===== src/pkg/lpi_rx_pkg.sv =====
package lpi_rx_pkg;

   // ------------------------------------------------------------
   // clock
   // ------------------------------------------------------------
   localparam int CLK_PERIOD_NS = 25;          // 40 MHz port clock

   // ------------------------------------------------------------
   // timer durations, in their own units
   // ------------------------------------------------------------
   localparam int QUIET_MIN_MS     = 2;         // quiet wait, 2..3 ms
   localparam int QUIET_MAX_MS     = 3;
   localparam int WAKE_LO_NS       = 10100;     // 10.1 us, no bypass
   localparam int WAKE_LO_BYP_NS   = 12300;     // 12.3 us, bypass
   localparam int WAKE_HI_BYP_NS   = 5700;      // 5.7 us, higher speed
   localparam int WAKE_FAULT_MS    = 10;        // at least 10 ms
   localparam int NS_PER_MS        = 1000000;

   // ------------------------------------------------------------
   // derived cycle counts (least times round up)
   // ------------------------------------------------------------
   localparam int QUIET_CYC =
      (QUIET_MIN_MS * NS_PER_MS + CLK_PERIOD_NS - 1) / CLK_PERIOD_NS;
   localparam int WAKE_LO_CYC =
      (WAKE_LO_NS + CLK_PERIOD_NS - 1) / CLK_PERIOD_NS;
   localparam int WAKE_LO_BYP_CYC =
      (WAKE_LO_BYP_NS + CLK_PERIOD_NS - 1) / CLK_PERIOD_NS;
   localparam int WAKE_HI_BYP_CYC =
      (WAKE_HI_BYP_NS + CLK_PERIOD_NS - 1) / CLK_PERIOD_NS;
   localparam int WAKE_FAULT_CYC =
      (WAKE_FAULT_MS * NS_PER_MS + CLK_PERIOD_NS - 1) / CLK_PERIOD_NS;

   localparam int TMR_W = 20;                   // holds 400000

   // ------------------------------------------------------------
   // received symbol codes
   // ------------------------------------------------------------
   localparam int SYM_W = 2;
   localparam logic [SYM_W-1:0] SYM_OTHER = 2'h0;
   localparam logic [SYM_W-1:0] SYM_IDLE  = 2'h1;
   localparam logic [SYM_W-1:0] SYM_LPI   = 2'h2;

   // ------------------------------------------------------------
   // reset values
   // ------------------------------------------------------------
   localparam logic RST_LOW_POWER  = 1'b0;
   localparam logic RST_MODE_QUIET = 1'b0;     // 0 = DATA, 1 = QUIET
   localparam logic RST_LINK_FAIL  = 1'b0;

   // ------------------------------------------------------------
   // receive machine states
   // ------------------------------------------------------------
   typedef enum logic [2:0] {
      ST_FULL_ACTIVE,
      ST_SLEEP,
      ST_QUIET,
      ST_WAKE,
      ST_WAKE_FAULT,
      ST_LINK_FAIL,
      ST_FAST_WAKE
   } rx_state_t;

endpackage : lpi_rx_pkg


===== src/pkg/lpi_timer_if.sv =====
`timescale 1ns/1ps
`default_nettype none

// start strobe and terminal count in, expiry level out
interface lpi_timer_if #(
   parameter int W = 20
);
   logic         start;
   logic [W-1:0] load;
   logic         done;

   modport ctl (output start, output load, input done);
   modport tmr (input start, input load, output done);
endinterface : lpi_timer_if

`default_nettype wire


===== src/core/lpi_rx_timer.sv =====
`timescale 1ns/1ps
`default_nettype none

module lpi_rx_timer #(
   parameter int W = 20
) (
   // clock and reset
   input  wire logic   i_clk,
   input  wire logic   i_rst_n,
   input  wire logic   i_ce,
   // control
   lpi_timer_if.tmr    t
);

   logic [W-1:0] cnt_r;
   logic         armed_r;

   // ------------------------------------------------------------
   // down counter
   // ------------------------------------------------------------

   // load on start, then count to zero
   always_ff @(posedge i_clk) begin
      if (!i_rst_n) begin
         cnt_r <= '0;
      end else if (i_ce) begin
         if (t.start) begin
            cnt_r <= t.load;
         end else if (cnt_r != '0) begin
            cnt_r <= cnt_r - W'(1);
         end
      end
   end

   // armed once started, until reset
   always_ff @(posedge i_clk) begin
      if (!i_rst_n) begin
         armed_r <= 1'b0;
      end else if (i_ce && t.start) begin
         armed_r <= 1'b1;
      end
   end

   // expiry stays high until the next start; kept free of the start
   // strobe so that no combinational path loops back through the fsm
   assign t.done = armed_r && (cnt_r == '0);

endmodule : lpi_rx_timer

`default_nettype wire


===== src/core/lpi_rx_fsm.sv =====
`timescale 1ns/1ps
`default_nettype none

module lpi_rx_fsm #(
   parameter int QUIET_CYCLES = lpi_rx_pkg::QUIET_CYC,
   parameter int FAULT_CYCLES = lpi_rx_pkg::WAKE_FAULT_CYC
) (
   // clock, reset, enable
   input  wire logic                          i_clk,
   input  wire logic                          i_rst_n,
   input  wire logic                          i_ce,
   // port state
   input  wire logic                          i_port_active,
   // receive path, same clock
   input  wire logic                          i_word_lock,
   input  wire logic [lpi_rx_pkg::SYM_W-1:0]  i_rx_symbol,
   // analog detector, asynchronous
   input  wire logic                          i_signal_present,
   // configuration
   input  wire logic                          i_quick_wake_enabled,
   input  wire logic                          i_scr_bypass_enable,
   input  wire logic                          i_high_speed,
   // status
   output logic                               o_low_power_flag,
   output logic                               o_rx_mode_quiet,
   output logic                               o_link_fail,
   output logic                               o_link_fail_pulse,
   output logic [2:0]                         o_state
);

   localparam int TW = lpi_rx_pkg::TMR_W;

   // ------------------------------------------------------------
   // declarations
   // ------------------------------------------------------------
   lpi_rx_pkg::rx_state_t state_r;
   lpi_rx_pkg::rx_state_t state_nxt;

   logic sp_meta_r;
   logic sp_sync_r;
   logic port_active_r;
   logic enter_active;
   logic is_lpi;
   logic is_idle;
   logic locked_lpi;
   logic locked_idle;
   logic entering;
   logic low_power_r;
   logic mode_quiet_r;
   logic link_fail_r;
   logic link_fail_pulse_r;
   logic [TW-1:0] wake_load;

   lpi_timer_if #(.W(TW)) quiet_t ();
   lpi_timer_if #(.W(TW)) wake_t ();
   lpi_timer_if #(.W(TW)) fault_t ();

   // ------------------------------------------------------------
   // symbol decode
   // ------------------------------------------------------------

   // compare a received code against one symbol
   function automatic logic sym_is(
      input logic [lpi_rx_pkg::SYM_W-1:0] code,
      input logic [lpi_rx_pkg::SYM_W-1:0] sym
   );
      sym_is = (code == sym);
   endfunction : sym_is

   // decoded symbol qualifiers
   assign is_lpi      = sym_is(i_rx_symbol, lpi_rx_pkg::SYM_LPI);
   assign is_idle     = sym_is(i_rx_symbol, lpi_rx_pkg::SYM_IDLE);
   assign locked_lpi  = i_word_lock && is_lpi;
   assign locked_idle = i_word_lock && is_idle;

   // ------------------------------------------------------------
   // input synchronisation
   // ------------------------------------------------------------

   // two-stage sync of the signal detector
   always_ff @(posedge i_clk) begin
      if (!i_rst_n) begin
         sp_meta_r <= 1'b0;
         sp_sync_r <= 1'b0;
      end else if (i_ce) begin
         sp_meta_r <= i_signal_present;
         sp_sync_r <= sp_meta_r;
      end
   end

   // remember port activity for entry detect
   always_ff @(posedge i_clk) begin
      if (!i_rst_n) begin
         port_active_r <= 1'b0;
      end else if (i_ce) begin
         port_active_r <= i_port_active;
      end
   end

   assign enter_active = i_port_active && !port_active_r;

   // ------------------------------------------------------------
   // next state
   // ------------------------------------------------------------

   // one transition evaluated per cycle
   always_comb begin
      state_nxt = state_r;
      unique case (state_r)
         lpi_rx_pkg::ST_FULL_ACTIVE: begin
            if (locked_lpi) begin
               if (i_quick_wake_enabled) begin
                  state_nxt = lpi_rx_pkg::ST_FAST_WAKE;
               end else begin
                  state_nxt = lpi_rx_pkg::ST_SLEEP;
               end
            end
         end
         lpi_rx_pkg::ST_SLEEP: begin
            if (!i_word_lock) begin
               state_nxt = lpi_rx_pkg::ST_QUIET;
            end else if (is_idle) begin
               state_nxt = lpi_rx_pkg::ST_FULL_ACTIVE;
            end
         end
         lpi_rx_pkg::ST_QUIET: begin
            if (sp_sync_r) begin
               state_nxt = lpi_rx_pkg::ST_WAKE;
            end else if (quiet_t.done) begin
               state_nxt = lpi_rx_pkg::ST_LINK_FAIL;
            end
         end
         lpi_rx_pkg::ST_WAKE: begin
            if (wake_t.done) begin
               state_nxt = lpi_rx_pkg::ST_WAKE_FAULT;
            end else if (locked_idle) begin
               state_nxt = lpi_rx_pkg::ST_FULL_ACTIVE;
            end else if (locked_lpi) begin
               state_nxt = lpi_rx_pkg::ST_SLEEP;
            end
         end
         lpi_rx_pkg::ST_WAKE_FAULT: begin
            if (fault_t.done) begin
               state_nxt = lpi_rx_pkg::ST_LINK_FAIL;
            end else if (locked_lpi) begin
               state_nxt = lpi_rx_pkg::ST_SLEEP;
            end else if (i_word_lock) begin
               state_nxt = lpi_rx_pkg::ST_FULL_ACTIVE;
            end
         end
         lpi_rx_pkg::ST_LINK_FAIL: begin
            state_nxt = lpi_rx_pkg::ST_LINK_FAIL;
         end
         lpi_rx_pkg::ST_FAST_WAKE: begin
            if (!is_lpi) begin
               state_nxt = lpi_rx_pkg::ST_FULL_ACTIVE;
            end
         end
         default: begin
            state_nxt = lpi_rx_pkg::ST_FULL_ACTIVE;
         end
      endcase
      if (!i_port_active || enter_active) begin
         state_nxt = lpi_rx_pkg::ST_FULL_ACTIVE;
      end
   end

   assign entering = (state_nxt != state_r);

   // ------------------------------------------------------------
   // state register
   // ------------------------------------------------------------

   always_ff @(posedge i_clk) begin
      if (!i_rst_n) begin
         state_r <= lpi_rx_pkg::ST_FULL_ACTIVE;
      end else if (i_ce) begin
         state_r <= state_nxt;
      end
   end

   // ------------------------------------------------------------
   // timers
   // ------------------------------------------------------------

   // wake length by speed and bypass
   always_comb begin
      if (i_high_speed) begin
         wake_load = TW'(lpi_rx_pkg::WAKE_HI_BYP_CYC);
      end else if (i_scr_bypass_enable) begin
         wake_load = TW'(lpi_rx_pkg::WAKE_LO_BYP_CYC);
      end else begin
         wake_load = TW'(lpi_rx_pkg::WAKE_LO_CYC);
      end
   end

   assign quiet_t.start = entering && (state_nxt == lpi_rx_pkg::ST_SLEEP);
   assign quiet_t.load  = TW'(QUIET_CYCLES);

   assign wake_t.start  = entering && (state_nxt == lpi_rx_pkg::ST_WAKE);
   assign wake_t.load   = wake_load;

   assign fault_t.start = entering && (state_nxt == lpi_rx_pkg::ST_WAKE_FAULT);
   assign fault_t.load  = TW'(FAULT_CYCLES);

   lpi_rx_timer #(.W(TW)) u_quiet_tmr (
      .i_clk   (i_clk),
      .i_rst_n (i_rst_n),
      .i_ce    (i_ce),
      .t       (quiet_t)
   );

   lpi_rx_timer #(.W(TW)) u_wake_tmr (
      .i_clk   (i_clk),
      .i_rst_n (i_rst_n),
      .i_ce    (i_ce),
      .t       (wake_t)
   );

   lpi_rx_timer #(.W(TW)) u_fault_tmr (
      .i_clk   (i_clk),
      .i_rst_n (i_rst_n),
      .i_ce    (i_ce),
      .t       (fault_t)
   );

   // ------------------------------------------------------------
   // status outputs
   // ------------------------------------------------------------

   // low power flag
   always_ff @(posedge i_clk) begin
      if (!i_rst_n) begin
         low_power_r <= lpi_rx_pkg::RST_LOW_POWER;
      end else if (i_ce) begin
         if (state_nxt == lpi_rx_pkg::ST_FULL_ACTIVE) begin
            low_power_r <= 1'b0;
         end else if (state_nxt == lpi_rx_pkg::ST_SLEEP) begin
            low_power_r <= 1'b1;
         end
      end
   end

   // receive mode, 1 = QUIET
   always_ff @(posedge i_clk) begin
      if (!i_rst_n) begin
         mode_quiet_r <= lpi_rx_pkg::RST_MODE_QUIET;
      end else if (i_ce) begin
         if (state_nxt == lpi_rx_pkg::ST_QUIET) begin
            mode_quiet_r <= 1'b1;
         end else if (state_nxt == lpi_rx_pkg::ST_WAKE
                      || state_nxt == lpi_rx_pkg::ST_FULL_ACTIVE) begin
            mode_quiet_r <= 1'b0;
         end
      end
   end

   // link failure level and entry pulse
   always_ff @(posedge i_clk) begin
      if (!i_rst_n) begin
         link_fail_r       <= lpi_rx_pkg::RST_LINK_FAIL;
         link_fail_pulse_r <= 1'b0;
      end else if (i_ce) begin
         link_fail_r       <= (state_nxt == lpi_rx_pkg::ST_LINK_FAIL);
         link_fail_pulse_r <= entering
                              && (state_nxt == lpi_rx_pkg::ST_LINK_FAIL);
      end
   end

   // outputs from registers
   assign o_low_power_flag  = low_power_r;
   assign o_rx_mode_quiet   = mode_quiet_r;
   assign o_link_fail       = link_fail_r;
   assign o_link_fail_pulse = link_fail_pulse_r;
   assign o_state           = state_r;

endmodule : lpi_rx_fsm

`default_nettype wire


===== config.mk =====
export PLATFORM = sky130hd
export DESIGN_NAME = lpi_rx_fsm
export DESIGN_NICKNAME = d
export VERILOG_FILES = /design/src/pkg/lpi_rx_pkg.sv /design/src/pkg/lpi_timer_if.sv /design/src/core/lpi_rx_timer.sv /design/src/core/lpi_rx_fsm.sv
export SDC_FILE = /design/constraint.sdc
export NUM_CORES = 1
export LEC_CHECK = 0
export ABC_CLOCK_PERIOD_IN_PS = 11400
export BUFFER_PORTS_ARGS = -buffer_cell sky130_fd_sc_hd__clkbuf_2
export CAP_MARGIN = 20
export CELL_PAD_IN_SITES_DETAIL_PLACEMENT = 0
export CELL_PAD_IN_SITES_GLOBAL_PLACEMENT = 2
export CORE_MARGIN = 10
export CORE_UTILIZATION = 40
export DETAILED_ROUTE_END_ITERATION = 8
export GPL_TIMING_DRIVEN = 0
export PLACE_DENSITY_LB_ADDON = 0.1
export REMOVE_ABC_BUFFERS = 1
export SLEW_MARGIN = 20
export SYNTH_ARGS = -nofsm -noshare
export SYNTH_HDL_FRONTEND = slang
export SYNTH_HIERARCHICAL = 1
export SYNTH_SLANG_ARGS = --single-unit

===== constraint.sdc =====
create_clock -name i_clk -period 11.4 [get_ports i_clk]
set_clock_uncertainty 0.15 [all_clocks]
set_input_delay 2.28 -clock i_clk [delete_from_list [all_inputs] [get_ports i_clk]]
set_output_delay 2.28 -clock i_clk [all_outputs]
set_load 0.02 [all_outputs]

==> out/results.tsv, run 1 <==
stage	metric	value	unit
setup_path	rr_worst_depth	16	
power	ir_drop	0.000138	V
placement	gp_congestion	0.780	
cts	cts_max_level	3	
setup_path	cpPeakStageDelay	780	ps
placement	port-buffer-count	17	
yosys	synth_area_leaders	dfxtp_1, nand2_1, o21ai_0	
grt	grtUsageTotal	15.9	%
yosys	synth-seq-cells	73	
sta	maxSlewViolCount	0	
cts	clock_tree.root_cell	clkbuf_16	
layout	n_antenna_cell	0	
cts	post-cts-setup-buffers	0	
layout	nNetsFinal	742	
floorplanning	coreArea	12600	sq um
setup_path	crit_family	compound AO/OA/AOI/OAI gates	
floorplanning	start_util	40.5	%
layout	layoutNonFillerInstCount	901	
job	drv_cap	0	
grt	met2_usage	25.4	%
outcome	outcome	finished, final reports clean	
drt	drcViolationCount	0	
power	power_density	310	nW/um^2
yosys	synthSimpleGateAreaFrac	32.0	%
floorplanning	num_rows	41	
sta	period_needed	6270	ps
setup_path	critPathSlowestCell	o41a_1	
drt	via_count	5173	
cts	clk_pin_slew_worst_paths	60	ps
setup_path	crit_chain	clkbuf_2, nand4b_1, nand2b_1, o2111ai_2, a32oi_1, o32ai_2, a2111oi_2, buf_2, buf_2, buf_2, o41a_1, o21ai_0, a31o_2	
yosys	synth_compound_area_share	31.0	%
yosys	synthAdderAreaFrac	1.47	%
layout	drive_gt1_share	11.4	%
grt	grt_pass1_wl	23900	um
floorplanning	fp.dieH	133	um
grt	grt_pass1_vias	4776	
cts	cts_tree	built	
cts	clockBufferDepth	2	
min_path	hold_class	reg2reg	
setup_path	required	11490	ps
setup_path	timing.critical_path.buf_inv	4	
grt	use_met1	21.2	%
sta	rsz0062_at_grt	no	
drt	wl_per_cell	15.6	um
layout	areaGrowthSynthToFinish	14.9	%
setup_path	setup.worst_path.start	i_rx_symbol[0]	
drt	totalWireLength	14000	um
drt	drtPass1Iterations	8	
setup_path	r2r_start	u_wake_tmr/cnt_r[14]$_SDFFE_PN0P_	
cts	clk_latency	340	ps
sta	fin_crit_sh	55.0	%
yosys	synth-xor-area-share	0.172	%
sta	finalSetupViolations	0	
sta	finalHoldViolCount	0	
grt	grt.busiest_layer	met2	
setup_path	path_class	in2reg	
yosys	ys.flop_type	dfxtp_1	
yosys	ys_seq_area_share	28.7	%
drt	drtAntennaViolNets	0	
yosys	yosys.area.top_type	dfxtp_1	
setup_path	rr_endpoint	u_fault_tmr/cnt_r[8]$_SDFFE_PN0P_	
setup_path	cp_common_cell	buf_2	
drt	via_per_inst	5.74	
yosys	synthArstFlopShare	0	%
placement	placed_cells	886	
setup_path	worst-path-max-fanout	24	
setup_path	critPathArrivalTime	6360	ps
yosys	synth_top_family_by_area	simple AND/OR/NAND/NOR gates	
drt	first_iter_violations	440	
cts	cts_sinks	73	
setup_path	worstSetupEndpointType	register	
yosys	ys_warn_count	6	
layout	utilization	46.6	%
layout	layout_common_cells	nand2_1, dfxtp_1, o21ai_0	
cts	cts_made_buffers	9	
sta	relSlewSlack	38.1	%
floorplanning	io_pins	18	
layout	layout_commonest_cell	nand2_1	
sta	tightest_slew	921	ps
yosys	synth_top_area_share	28.7	%
power	leakagePower	2.17	nW
setup_path	crit_path_start_kind	input port	
yosys	synth.mux.area_fraction	0.786	%
min_path	hold_end	u_wake_tmr/armed_r$_SDFFE_PN0P_	
yosys	synth.distinct_cells	80	
yosys	synth_edf_count	0	
yosys	avgSynthCellArea	7.54	sq um
min_path	min-delay-start	u_wake_tmr/armed_r$_SDFFE_PN0P_	
min_path	whs_path_depth	2	
setup_path	rrSetupSlack	5390	ps
yosys	syn-cell-area	5090	sq um
grt	grt_use_met3	2.46	%
sta	timing.fmax	0.160	GHz
yosys	synthCells	675	
floorplanning	fp.dieW	133	um
cts	cts_resized	0	
floorplanning	die_area	17600	sq um
grt	globalRoute.totalOverflow	0	
grt	antenna_found_initial	0	
grt	grt_max_degree	57	
placement	post-dp-hpwl	9500	um
cts	ctsHoldBuffers	0	
[cells by family (layout without fill, tap and decap cells)]
| kind of cell | count (synthesis) | count (layout) |
|---|---|---|
| and+or+nand+nor | 297 | 297 |
| AOI/OAI and AO/OA | 226 | 226 |
| DFF | 73 | 73 |
| buffers and inverters | 66 | 65 |
| adders and majority gates | 6 | 6 |
| muxes | 4 | 4 |
| other | 2 | 57 |
| xor gates and xnor gates | 1 | 1 |
[routing by layer]
layer | vias up | wire length [um] | share of wire (%)
met4 | 0 | 180 | 1.3
met5 | - | 0 | 0
met3 | 13 | 558 | 4.0
li1 | 2615 | - | -
met2 | 102 | 6510 | 46
met1 | 2443 | 6800 | 48
[worst max path at each step]
stage	to	cells after the start
after global routing	u_fault_tmr/cnt_r[0]$_SDFFE_PN0P_	13
after CTS	u_fault_tmr/cnt_r[0]$_SDFFE_PN0P_	13
final	u_fault_tmr/cnt_r[8]$_SDFFE_PN0P_	13
after global placement	u_fault_tmr/cnt_r[6]$_SDFFE_PN0P_	11
after floorplan	u_fault_tmr/cnt_r[6]$_SDFFE_PN0P_	10
after detailed placement	u_fault_tmr/cnt_r[0]$_SDFFE_PN0P_	13
[worst min-delay path, stage by stage, from the launching register on]
cell and delay (ps):
dfxtp_1 320, a21oi_1 40, nor2_1 70
[stage by stage]
stage	worst slack, ps	setup TNS [ps]	total power, mW	hold slack (ps)	instance area (sq um)
2_1_floorplan	2340	0	1.25	279	5100
4_1_cts	5170	0	1.81	328	5850
5_1_grt	4750	0	1.98	346	5850
3_5_place_dp	4810	0	1.50	311	5540
6_report	5130	0	1.81	319	5850
3_3_place_gp	-798	-6540	1.48	289	5400
[power breakdown]
| part | switching, mW | internal (mW) |
|---|---|---|
| Combinational | 0.620 | 0.403 |
| Sequential | 0.134 | 0.353 |
| Clock | 0.112 | 0.192 |
[sequential cells by signal (all words and copies together), names as in the netlist, 3 cells and up]
signal             cells
u_fault_tmr/cnt_r     20
u_quiet_tmr/cnt_r     20
u_wake_tmr/cnt_r      20
o_state                3
[cell type report]
class	count	area (sq um)
fillers	1300	6720
multi-input cells	591	3570
flip-flops and latches	73	1460
clock buffers	13	280
well taps	172	215
repair buffers	26	195
inverters	24	90.1
clock inverters	2	35.0
[synth_stat cells (all sizes together), types with 4 or more instances]
| cell | count |
|---|---|
| nand2 | 88 |
| dfxtp | 73 |
| o21ai | 64 |
| a21oi | 47 |
| nor2 | 45 |
| nor3 | 30 |
| clkbuf | 27 |
| nor4 | 26 |
| nand3 | 25 |
| inv | 22 |
| a31o | 19 |
| buf | 15 |
| and3 | 12 |
| o31ai | 12 |
| a31oi | 10 |
| o41ai | 10 |
| or4 | 10 |
| nand2b | 9 |
| nand4 | 8 |
| o211ai | 8 |
| or3 | 8 |
| nand3b | 7 |
| a211oi | 6 |
| a21boi | 6 |
| ha | 6 |
| o21a | 6 |
| a221oi | 5 |
| nor4b | 5 |
| and2 | 4 |
| mux2i | 4 |
| or4b | 4 |
No activity file was read; power rests on OpenSTA's default activity.
==> inputs of run 2 (changes only) <==
--- a/config.mk
+++ b/config.mk
@@ -5,13 +5,14 @@
 export SDC_FILE = /design/constraint.sdc
 export NUM_CORES = 1
 export LEC_CHECK = 0
-export ABC_CLOCK_PERIOD_IN_PS = 11400
+export ABC_AREA = 1
+export ABC_CLOCK_PERIOD_IN_PS = 5440
 export BUFFER_PORTS_ARGS = -buffer_cell sky130_fd_sc_hd__clkbuf_2
 export CAP_MARGIN = 20
 export CELL_PAD_IN_SITES_DETAIL_PLACEMENT = 0
 export CELL_PAD_IN_SITES_GLOBAL_PLACEMENT = 2
 export CORE_MARGIN = 10
-export CORE_UTILIZATION = 40
+export CORE_UTILIZATION = 31
 export DETAILED_ROUTE_END_ITERATION = 8
 export GPL_TIMING_DRIVEN = 0
 export PLACE_DENSITY_LB_ADDON = 0.1
==> constraint.sdc (replaced) <==
create_clock -name i_clk -period 5.44 [get_ports i_clk]
set_clock_uncertainty 0.15 [all_clocks]
set_input_delay 1.088 -clock i_clk [delete_from_list [all_inputs] [get_ports i_clk]]
set_output_delay 1.088 -clock i_clk [all_outputs]
set_load 0.02 [all_outputs]
==> out/results.tsv, run 2 <==
stage	metric	value	unit	change
outcome	outcome	finished, final reports clean		
cts	ctsHoldBuffers	0		unchanged
yosys	syn-cell-area	5470	sq um	+7.5%
sta	fin_crit_sh	85.2	%	
power	comb_power_share	38.9	%	-17 points
placement	port-buffer-count	17		unchanged
setup_path	cp_common_cell	nand2_1		
setup_path	path_class	reg2reg		
drt	totalWireLength	14900	um	+6.4%
drt	drtAntennaViolNets	0		unchanged
setup_path	critPathSlowestCell	inv_1		
cts	clock_tree.root_cell	clkbuf_16		
layout	n_antenna_cell	0		unchanged
layout	layout_common_cells	nand2_1, nor2_1, dfxtp_1		
drt	drcViolationCount	0		unchanged
power	internal_power	1.28	mW	+35%
floorplanning	die_area	23400	sq um	+32%
sta	tightest_slew	1020	ps	+100 ps
setup_path	timing.critical_path.buf_inv	3		-1
cts	clk_latency	340	ps	about the same
grt	grt_pass1_vias	5370		+12%
drt	via_per_inst	4.69		-18%
floorplanning	io_pins	18		unchanged
setup_path	worstSetupEndpointType	register		
layout	nNetsFinal	971		+31%
placement	gp_congestion	0.805		+3.2%
yosys	synth_edf_count	0		unchanged
power	switching_share	40.8	%	-6.9 points
power	switchingPower	0.885	mW	+2.2%
yosys	synth_area_leaders	dfxtp_1, nand2_1, nor2_1		
sta	finalHoldViolCount	0		unchanged
grt	grt_max_degree	44		-23%
floorplanning	coreArea	17300	sq um	+38%
setup_path	crit_path_start_kind	register		
drt	first_iter_violations	324		-26%
setup_path	worst-path-max-fanout	31		+29%
layout	utilization	35.4	%	-11 points
drt	wl_per_cell	12.6	um	-19%
power	ir_drop	0.000141	V	+2.2%
yosys	synth_common_cells	nand2_1, nor2_1, dfxtp_1		
setup_path	crit_family	simple AND/OR/NAND/NOR gates		
floorplanning	fp.dieW	153	um	+15%
power	leakagePower	2.84	nW	+31%
drt	via_count	5556		+7.4%
cts	cts_max_level	3		unchanged
yosys	ys_seq_area_share	26.7	%	-2.0 points
floorplanning	start_util	31.6	%	-8.9 points
setup_path	required	5510	ps	-5980 ps
layout	layout_commonest_cell	nand2_1		
floorplanning	num_rows	48		+17%
yosys	ys.flop_type	dfxtp_1		
cts	cts_resized	0		unchanged
yosys	ys_warn_count	6		unchanged
sta	maxSlewViolCount	0		unchanged
yosys	yosysMostFrequentCell	nand2_1		
yosys	synthCells	906		+34%
layout	areaGrowthSynthToFinish	11.9	%	
yosys	yosys.area.top_type	dfxtp_1		
sta	setup_tns	0	ps	unchanged
grt	globalRoute.totalOverflow	0		unchanged
cts	cts_tree	built		
layout	top_regs	u_fault_tmr/cnt_r (20), u_quiet_tmr/cnt_r (20), u_wake_tmr/cnt_r (20)		
power	p_clk_share	29.4	%	+13 points
yosys	avgSynthCellArea	6.04	sq um	-20%
setup_path	critPathArrivalTime	4710	ps	-1650 ps
grt	grtUsageTotal	12.9	%	-3.1 points
sta	period_needed	4640	ps	
grt	antenna_found_initial	0		unchanged
cts	clk_pin_slew_worst_paths	60	ps	about the same
sta	relSlewSlack	31.9	%	-6.2 points
setup_path	cpPeakStageDelay	750	ps	-30 ps
placement	post-dp-hpwl	10300	um	+8.5%
setup_path	crit_chain	inv_1, ha_1, nand2_1, nor2_2, nand3b_4, nor2_1, or2_2, nand2_1, nand2_1, nor2_1, nand2_2, nand2_2, nand2_1, nand2_1, nand3_2, inv_2, nor3_2, inv_1, nand4_2, nand2_4, o21ai_0, a21oi_1		
cts	clockBufferDepth	2		unchanged
sta	finalSetupViolations	0		unchanged
drt	drtPass1Iterations	5		-3
power	p_seq_share	31.6	%	+4.7 points
yosys	synth-seq-cells	73		unchanged
power	p_total	2.17	mW	+19%
floorplanning	fp.dieH	153	um	+15%
cts	cts_sinks	73		unchanged
grt	grt_pass1_wl	25700	um	+7.7%
min_path	hold_class	reg2reg		
cts	post-cts-setup-buffers	0		unchanged
power	power_density	354	nW/um^2	+14%
yosys	synthArstFlopShare	0	%	unchanged
layout	drive_gt1_share	10.8	%	-0.54 points
sta	rsz0062_at_grt	no		
layout	fill_cells	1955		+50%
job	drv_cap	0		unchanged
sta	timing.fmax	0.216	GHz	
yosys	synth_top_area_share	26.7	%	-2.0 points
yosys	synth.distinct_cells	37		-54%
cts	cts_made_buffers	9		unchanged
[run 2: changes by cell type after synthesis, sizes merged, moves of 14 or more]
cell   delta
nand2   +169
nor2    +143
inv      +52
nand3    +46
a21oi    +29
nor4     -26
nor3     -23
a31o     -19
nand4    +14
[run 2: final cells by class]
type	instances	area [sq um]	share of cell area [%]
Sequential cell	73	1460	23.9
Clock buffer	14	274	4.48
Tap cell	225	282	4.60
Multi-Input combinational cell	776	3680	60.2
Timing Repair Buffer	17	85.1	1.39
Inverter	77	302	4.93
Clock inverter	2	35.0	0.572
[run 2: cell families after synthesis]
family	count (synthesis)	synth area share, %
flip-flops	73	26.7
AO/OA/AOI/OAI	146	13.8
other	2	0.137
AND/OR/NAND/NOR	569	48.3
adder cells (fa/ha/maj)	6	1.37
buffers and inverters	110	9.74
[run 2: through the flow]
step                      std cells  hold WS [ps]  instance area [sq um]  setup slack [ps]
final                          1184           306                   6120               804
after global routing           1184           340                   6120               116
after CTS                      1184           308                   6120               458
after detailed placement       1168           299                   5810               344
after global placement         1168           295                   5810               373
after floorplan                 926           286                   5440              1730
[run 2: final timing paths]
path / depth (start not counted) / end / slack [ps] / from
worst max-delay path: 22 / u_fault_tmr/cnt_r[0]$_SDFFE_PN0P_ / 800 / u_quiet_tmr/cnt_r[0]$_SDFFE_PN0P_
worst min-delay path: 2 / o_low_power_flag$_SDFFE_PN0P_ / 310 / o_low_power_flag$_SDFFE_PN0P_
worst max register to register: 22 / u_fault_tmr/cnt_r[0]$_SDFFE_PN0P_ / 800 / u_quiet_tmr/cnt_r[0]$_SDFFE_PN0P_
worst min register to register: 2 / o_low_power_flag$_SDFFE_PN0P_ / 310 / o_low_power_flag$_SDFFE_PN0P_
[run 2: worst reg2reg max path: stages (launching register included)]
cell and delay (ps):
dfxtp_1 310, inv_1 130, ha_1 180, nand2_1 100, nor2_2 170, nand3b_4 110
nor2_1 220, or2_2 150, nand2_1 40, nand2_1 60, nor2_1 50, nand2_2 80
nand2_2 110, nand2_1 90, nand2_1 60, nand3_2 80, inv_2 70, nor3_2 710
inv_1 750, nand4_2 350, nand2_4 210, o21ai_0 270, a21oi_1 60
[run 2: power groups by stage]
stage | Combinational [mW] | Sequential, mW | Clock (mW)
after floorplan | 0.668 | 0.674 | 0
after detailed placement | 0.848 | 0.695 | 0
after global routing | 0.982 | 0.698 | 0.680
after CTS | 0.852 | 0.684 | 0.662
final | 0.844 | 0.685 | 0.638
after global placement | 0.835 | 0.694 | 0
[run 2: layer usage]
metal	track usage, %	part of all wire [%]
met2	21.1	45
met3	1.94	3.0
met5	0	0
met1	16.8	51
met4	4.45	1.4
==> inputs of run 3 (changes only) <==
--- a/config.mk
+++ b/config.mk
@@ -14,7 +14,6 @@
 export CORE_MARGIN = 10
 export CORE_UTILIZATION = 31
 export DETAILED_ROUTE_END_ITERATION = 8
-export GPL_TIMING_DRIVEN = 0
 export PLACE_DENSITY_LB_ADDON = 0.1
 export REMOVE_ABC_BUFFERS = 1
 export SLEW_MARGIN = 20
==> constraint.sdc (replaced) <==
create_clock -name i_clk -period 5.44 [get_ports i_clk]
set_clock_uncertainty 0.15 [all_clocks]
set_input_delay 1.088 -clock i_clk [delete_from_list [all_inputs] [get_ports i_clk]]
set_output_delay 1.088 -clock i_clk [all_outputs]
set_load 0.1 [all_outputs]
==> out/results.tsv, run 3 (synthesis results as in run 2) <==
stage	metric	value	unit	change
layout	layout_common_cells	nand2_1, nor2_1, dfxtp_1		
grt	grtUsageTotal	12.8	%	-0.084 points
setup_path	crit_path_start_kind	register		
sta	relSlewSlack	39.5	%	+7.7 points
placement	post-dp-hpwl	10700	um	+3.9%
grt	met2_usage	20.9	%	-0.14 points
drt	via_per_inst	4.61		-1.8%
cts	clk_pin_slew_worst_paths	60	ps	about the same
drt	drcViolationCount	0		unchanged
drt	drtAntennaViolNets	0		unchanged
setup_path	endpoint	u_wake_tmr/cnt_r[0]$_SDFFE_PN0P_		
floorplanning	die_area	23400	sq um	unchanged
placement	place_area	5860	sq um	+0.90%
layout	layout_commonest_cell	nand2_1		
power	p_seq_share	31.9	%	+0.3 points
drt	totalWireLength	15100	um	+1.1%
cts	post-cts-setup-buffers	0		unchanged
power	internal_power	1.25	mW	-2.2%
setup_path	crit_family	simple AND/OR/NAND/NOR gates		
setup_path	rr_endpoint	u_wake_tmr/cnt_r[0]$_SDFFE_PN0P_		
power	power_density	350	nW/um^2	-1.2%
sta	finalHoldViolCount	0		unchanged
layout	stdcell_area	6160	sq um	+0.55%
grt	antenna_found_initial	0		unchanged
layout	top_regs	u_fault_tmr/cnt_r (20), u_quiet_tmr/cnt_r (20), u_wake_tmr/cnt_r (20)		
cts	clockBufferDepth	2		unchanged
sta	fin_crit_sh	69.9	%	-15 points
grt	grt_max_degree	43		-2.3%
grt	use_met1	16.6	%	-0.15 points
power	comb_power_share	39.5	%	+0.6 points
layout	fill_cells	1946		-0.46%
floorplanning	io_pins	18		unchanged
setup_path	path_class	reg2reg		
setup_path	worst-path-max-fanout	25		-19%
cts	cts_max_level	3		unchanged
drt	drtPass1Iterations	5		unchanged
drt	first_iter_violations	261		-19%
setup_path	critPathArrivalTime	3870	ps	-840 ps
setup_path	cpPeakStageDelay	310	ps	-440 ps
sta	maxSlewViolCount	0		unchanged
setup_path	required	5510	ps	about the same
grt	globalRoute.totalOverflow	0		unchanged
sta	rsz0062_at_grt	no		
floorplanning	start_util	31.6	%	unchanged
sta	period_needed	3800	ps	-831 ps
cts	clk_latency	350	ps	about the same
grt	grt_pass1_wl	25200	um	-2.3%
power	switchingPower	0.899	mW	+1.6%
drt	wl_per_cell	12.7	um	+0.53%
sta	tightest_slew	904	ps	-117 ps
placement	port-buffer-count	17		unchanged
floorplanning	num_rows	48		unchanged
sta	finalSetupViolations	0		unchanged
floorplanning	coreArea	17300	sq um	unchanged
cts	cts_resized	0		unchanged
grt	grt_use_met3	2.92	%	+0.98 points
setup_path	critPathSlowestCell	dfxtp_1		
drt	via_count	5488		-1.2%
setup_path	rrSetupSlack	1640	ps	+830 ps
grt	grt.busiest_layer	met2		
cts	ctsHoldBuffers	0		unchanged
layout	n_antenna_cell	0		unchanged
grt	grt_pass1_vias	5035		-6.2%
setup_path	timing.critical_path.buf_inv	4		+1
setup_path	crit_chain	inv_1, ha_1, nand2_1, nor2_2, nand3b_4, nor2_1, or2_2, nand2_1, nand2_1, nor2_1, nand2_2, nand2_2, nand2_1, nand2_1, nand3_2, inv_2, nor3_2, buf_4, inv_1, nand4_2, nand2_2, o21ai_0, a21oi_1		
setup_path	rr_worst_depth	23		+4.5%
placement	dp_slack	1500	ps	+1160 ps
sta	setup_tns	0	ps	unchanged
cts	clock_tree.root_cell	clkbuf_16		
power	switching_share	41.7	%	+0.92 points
power	p_clk_share	28.6	%	-0.8 points
cts	cts_tree	built		
cts	cts_sinks	73		unchanged
setup_path	cp_common_cell	nand2_1		
placement	gp_congestion	0.789		-2.0%
layout	drive_gt1_share	11.7	%	+0.85 points
layout	areaGrowthSynthToFinish	12.5	%	
layout	nNetsFinal	978		+0.72%
power	leakagePower	2.86	nW	+0.58%
setup_path	setup.worst_path.start	u_quiet_tmr/cnt_r[0]$_SDFFE_PN0P_		
cts	cts_made_buffers	9		unchanged
min_path	hold_class	reg2reg		
power	ir_drop	0.000150	V	+6.0%
job	drv_cap	0		unchanged
setup_path	worstSetupEndpointType	register		
sta	timing.fmax	0.263	GHz	+22%
floorplanning	fp.dieH	153	um	unchanged
outcome	outcome	finished, final reports clean		
sta	worst_slack	1640	ps	+831 ps
setup_path	r2r_start	u_quiet_tmr/cnt_r[0]$_SDFFE_PN0P_		
setup_path	cp.depth	23		+4.5%
floorplanning	fp.dieW	153	um	unchanged
==> run 3: power groups by stage <==
| stage | clock network [mW] | logic [mW] | registers, mW |
|---|---|---|---|
| finish | 0.616 | 0.851 | 0.686 |
| global route | 0.661 | 0.988 | 0.699 |
| CTS | 0.642 | 0.858 | 0.686 |
| detailed placement | 0 | 0.855 | 0.697 |
| global placement | 0 | 0.847 | 0.697 |
| floorplan | 0 | 0.668 | 0.679 |
==> run 3: how the worst min path moves through the flow <==
stage / slack (ps) / startpoint / to / cells past startpoint
after floorplan: 290 / u_fault_tmr/armed_r$_SDFFE_PN0P_ / u_fault_tmr/armed_r$_SDFFE_PN0P_ / 2
after global placement: 290 / o_low_power_flag$_SDFFE_PN0P_ / o_low_power_flag$_SDFFE_PN0P_ / 2
after detailed placement: 290 / o_low_power_flag$_SDFFE_PN0P_ / o_low_power_flag$_SDFFE_PN0P_ / 2
after CTS: 300 / o_low_power_flag$_SDFFE_PN0P_ / o_low_power_flag$_SDFFE_PN0P_ / 2
after global routing: 320 / u_wake_tmr/armed_r$_SDFFE_PN0P_ / u_wake_tmr/armed_r$_SDFFE_PN0P_ / 2
final: 300 / o_low_power_flag$_SDFFE_PN0P_ / o_low_power_flag$_SDFFE_PN0P_ / 2
==> run 3: area by class of cell <==
class / count / area [sq um] / area share (%)
multi-input cells: 776 / 3680 / 59.7
clock buffers: 10 / 239 / 3.88
flip-flops and latches: 73 / 1460 / 23.7
inverters: 77 / 302 / 4.90
well taps: 225 / 282 / 4.57
repair buffers: 24 / 138 / 2.24
clock inverters: 6 / 57.6 / 0.935
==> run 3: per-stage QoR <==
stage / utilization (%) / std cells / power, mW / hold WS (ps)
global route: 35.6 / 1191 / 2.35 / 320
CTS: 35.6 / 1191 / 2.19 / 300
detailed placement: 33.9 / 1175 / 1.55 / 291
finish: 35.6 / 1191 / 2.15 / 298
floorplan: - / 926 / 1.35 / 286
global placement: 33.9 / 1175 / 1.54 / 289
==> run 3: routing by layer <==
metal	vias up	share of wire (%)	wire length, um
li1	2984	-	-
met3	13	2.8	420
met2	47	46	6940
met4	0	0.95	144
met1	2444	50	7610
met5	-	0	0
==> run 3: worst register-to-register path, stage by stage, from the launching register on <==
cell and delay (ps):
dfxtp_1 310, inv_1 140, ha_1 170, nand2_1 80, nor2_2 160, nand3b_4 110
nor2_1 280, or2_2 170, nand2_1 60, nand2_1 70, nor2_1 60, nand2_2 80
nand2_2 100, nand2_1 90, nand2_1 60, nand3_2 80, inv_2 60, nor3_2 150
buf_4 240, inv_1 220, nand4_2 160, nand2_2 310, o21ai_0 310, a21oi_1 60
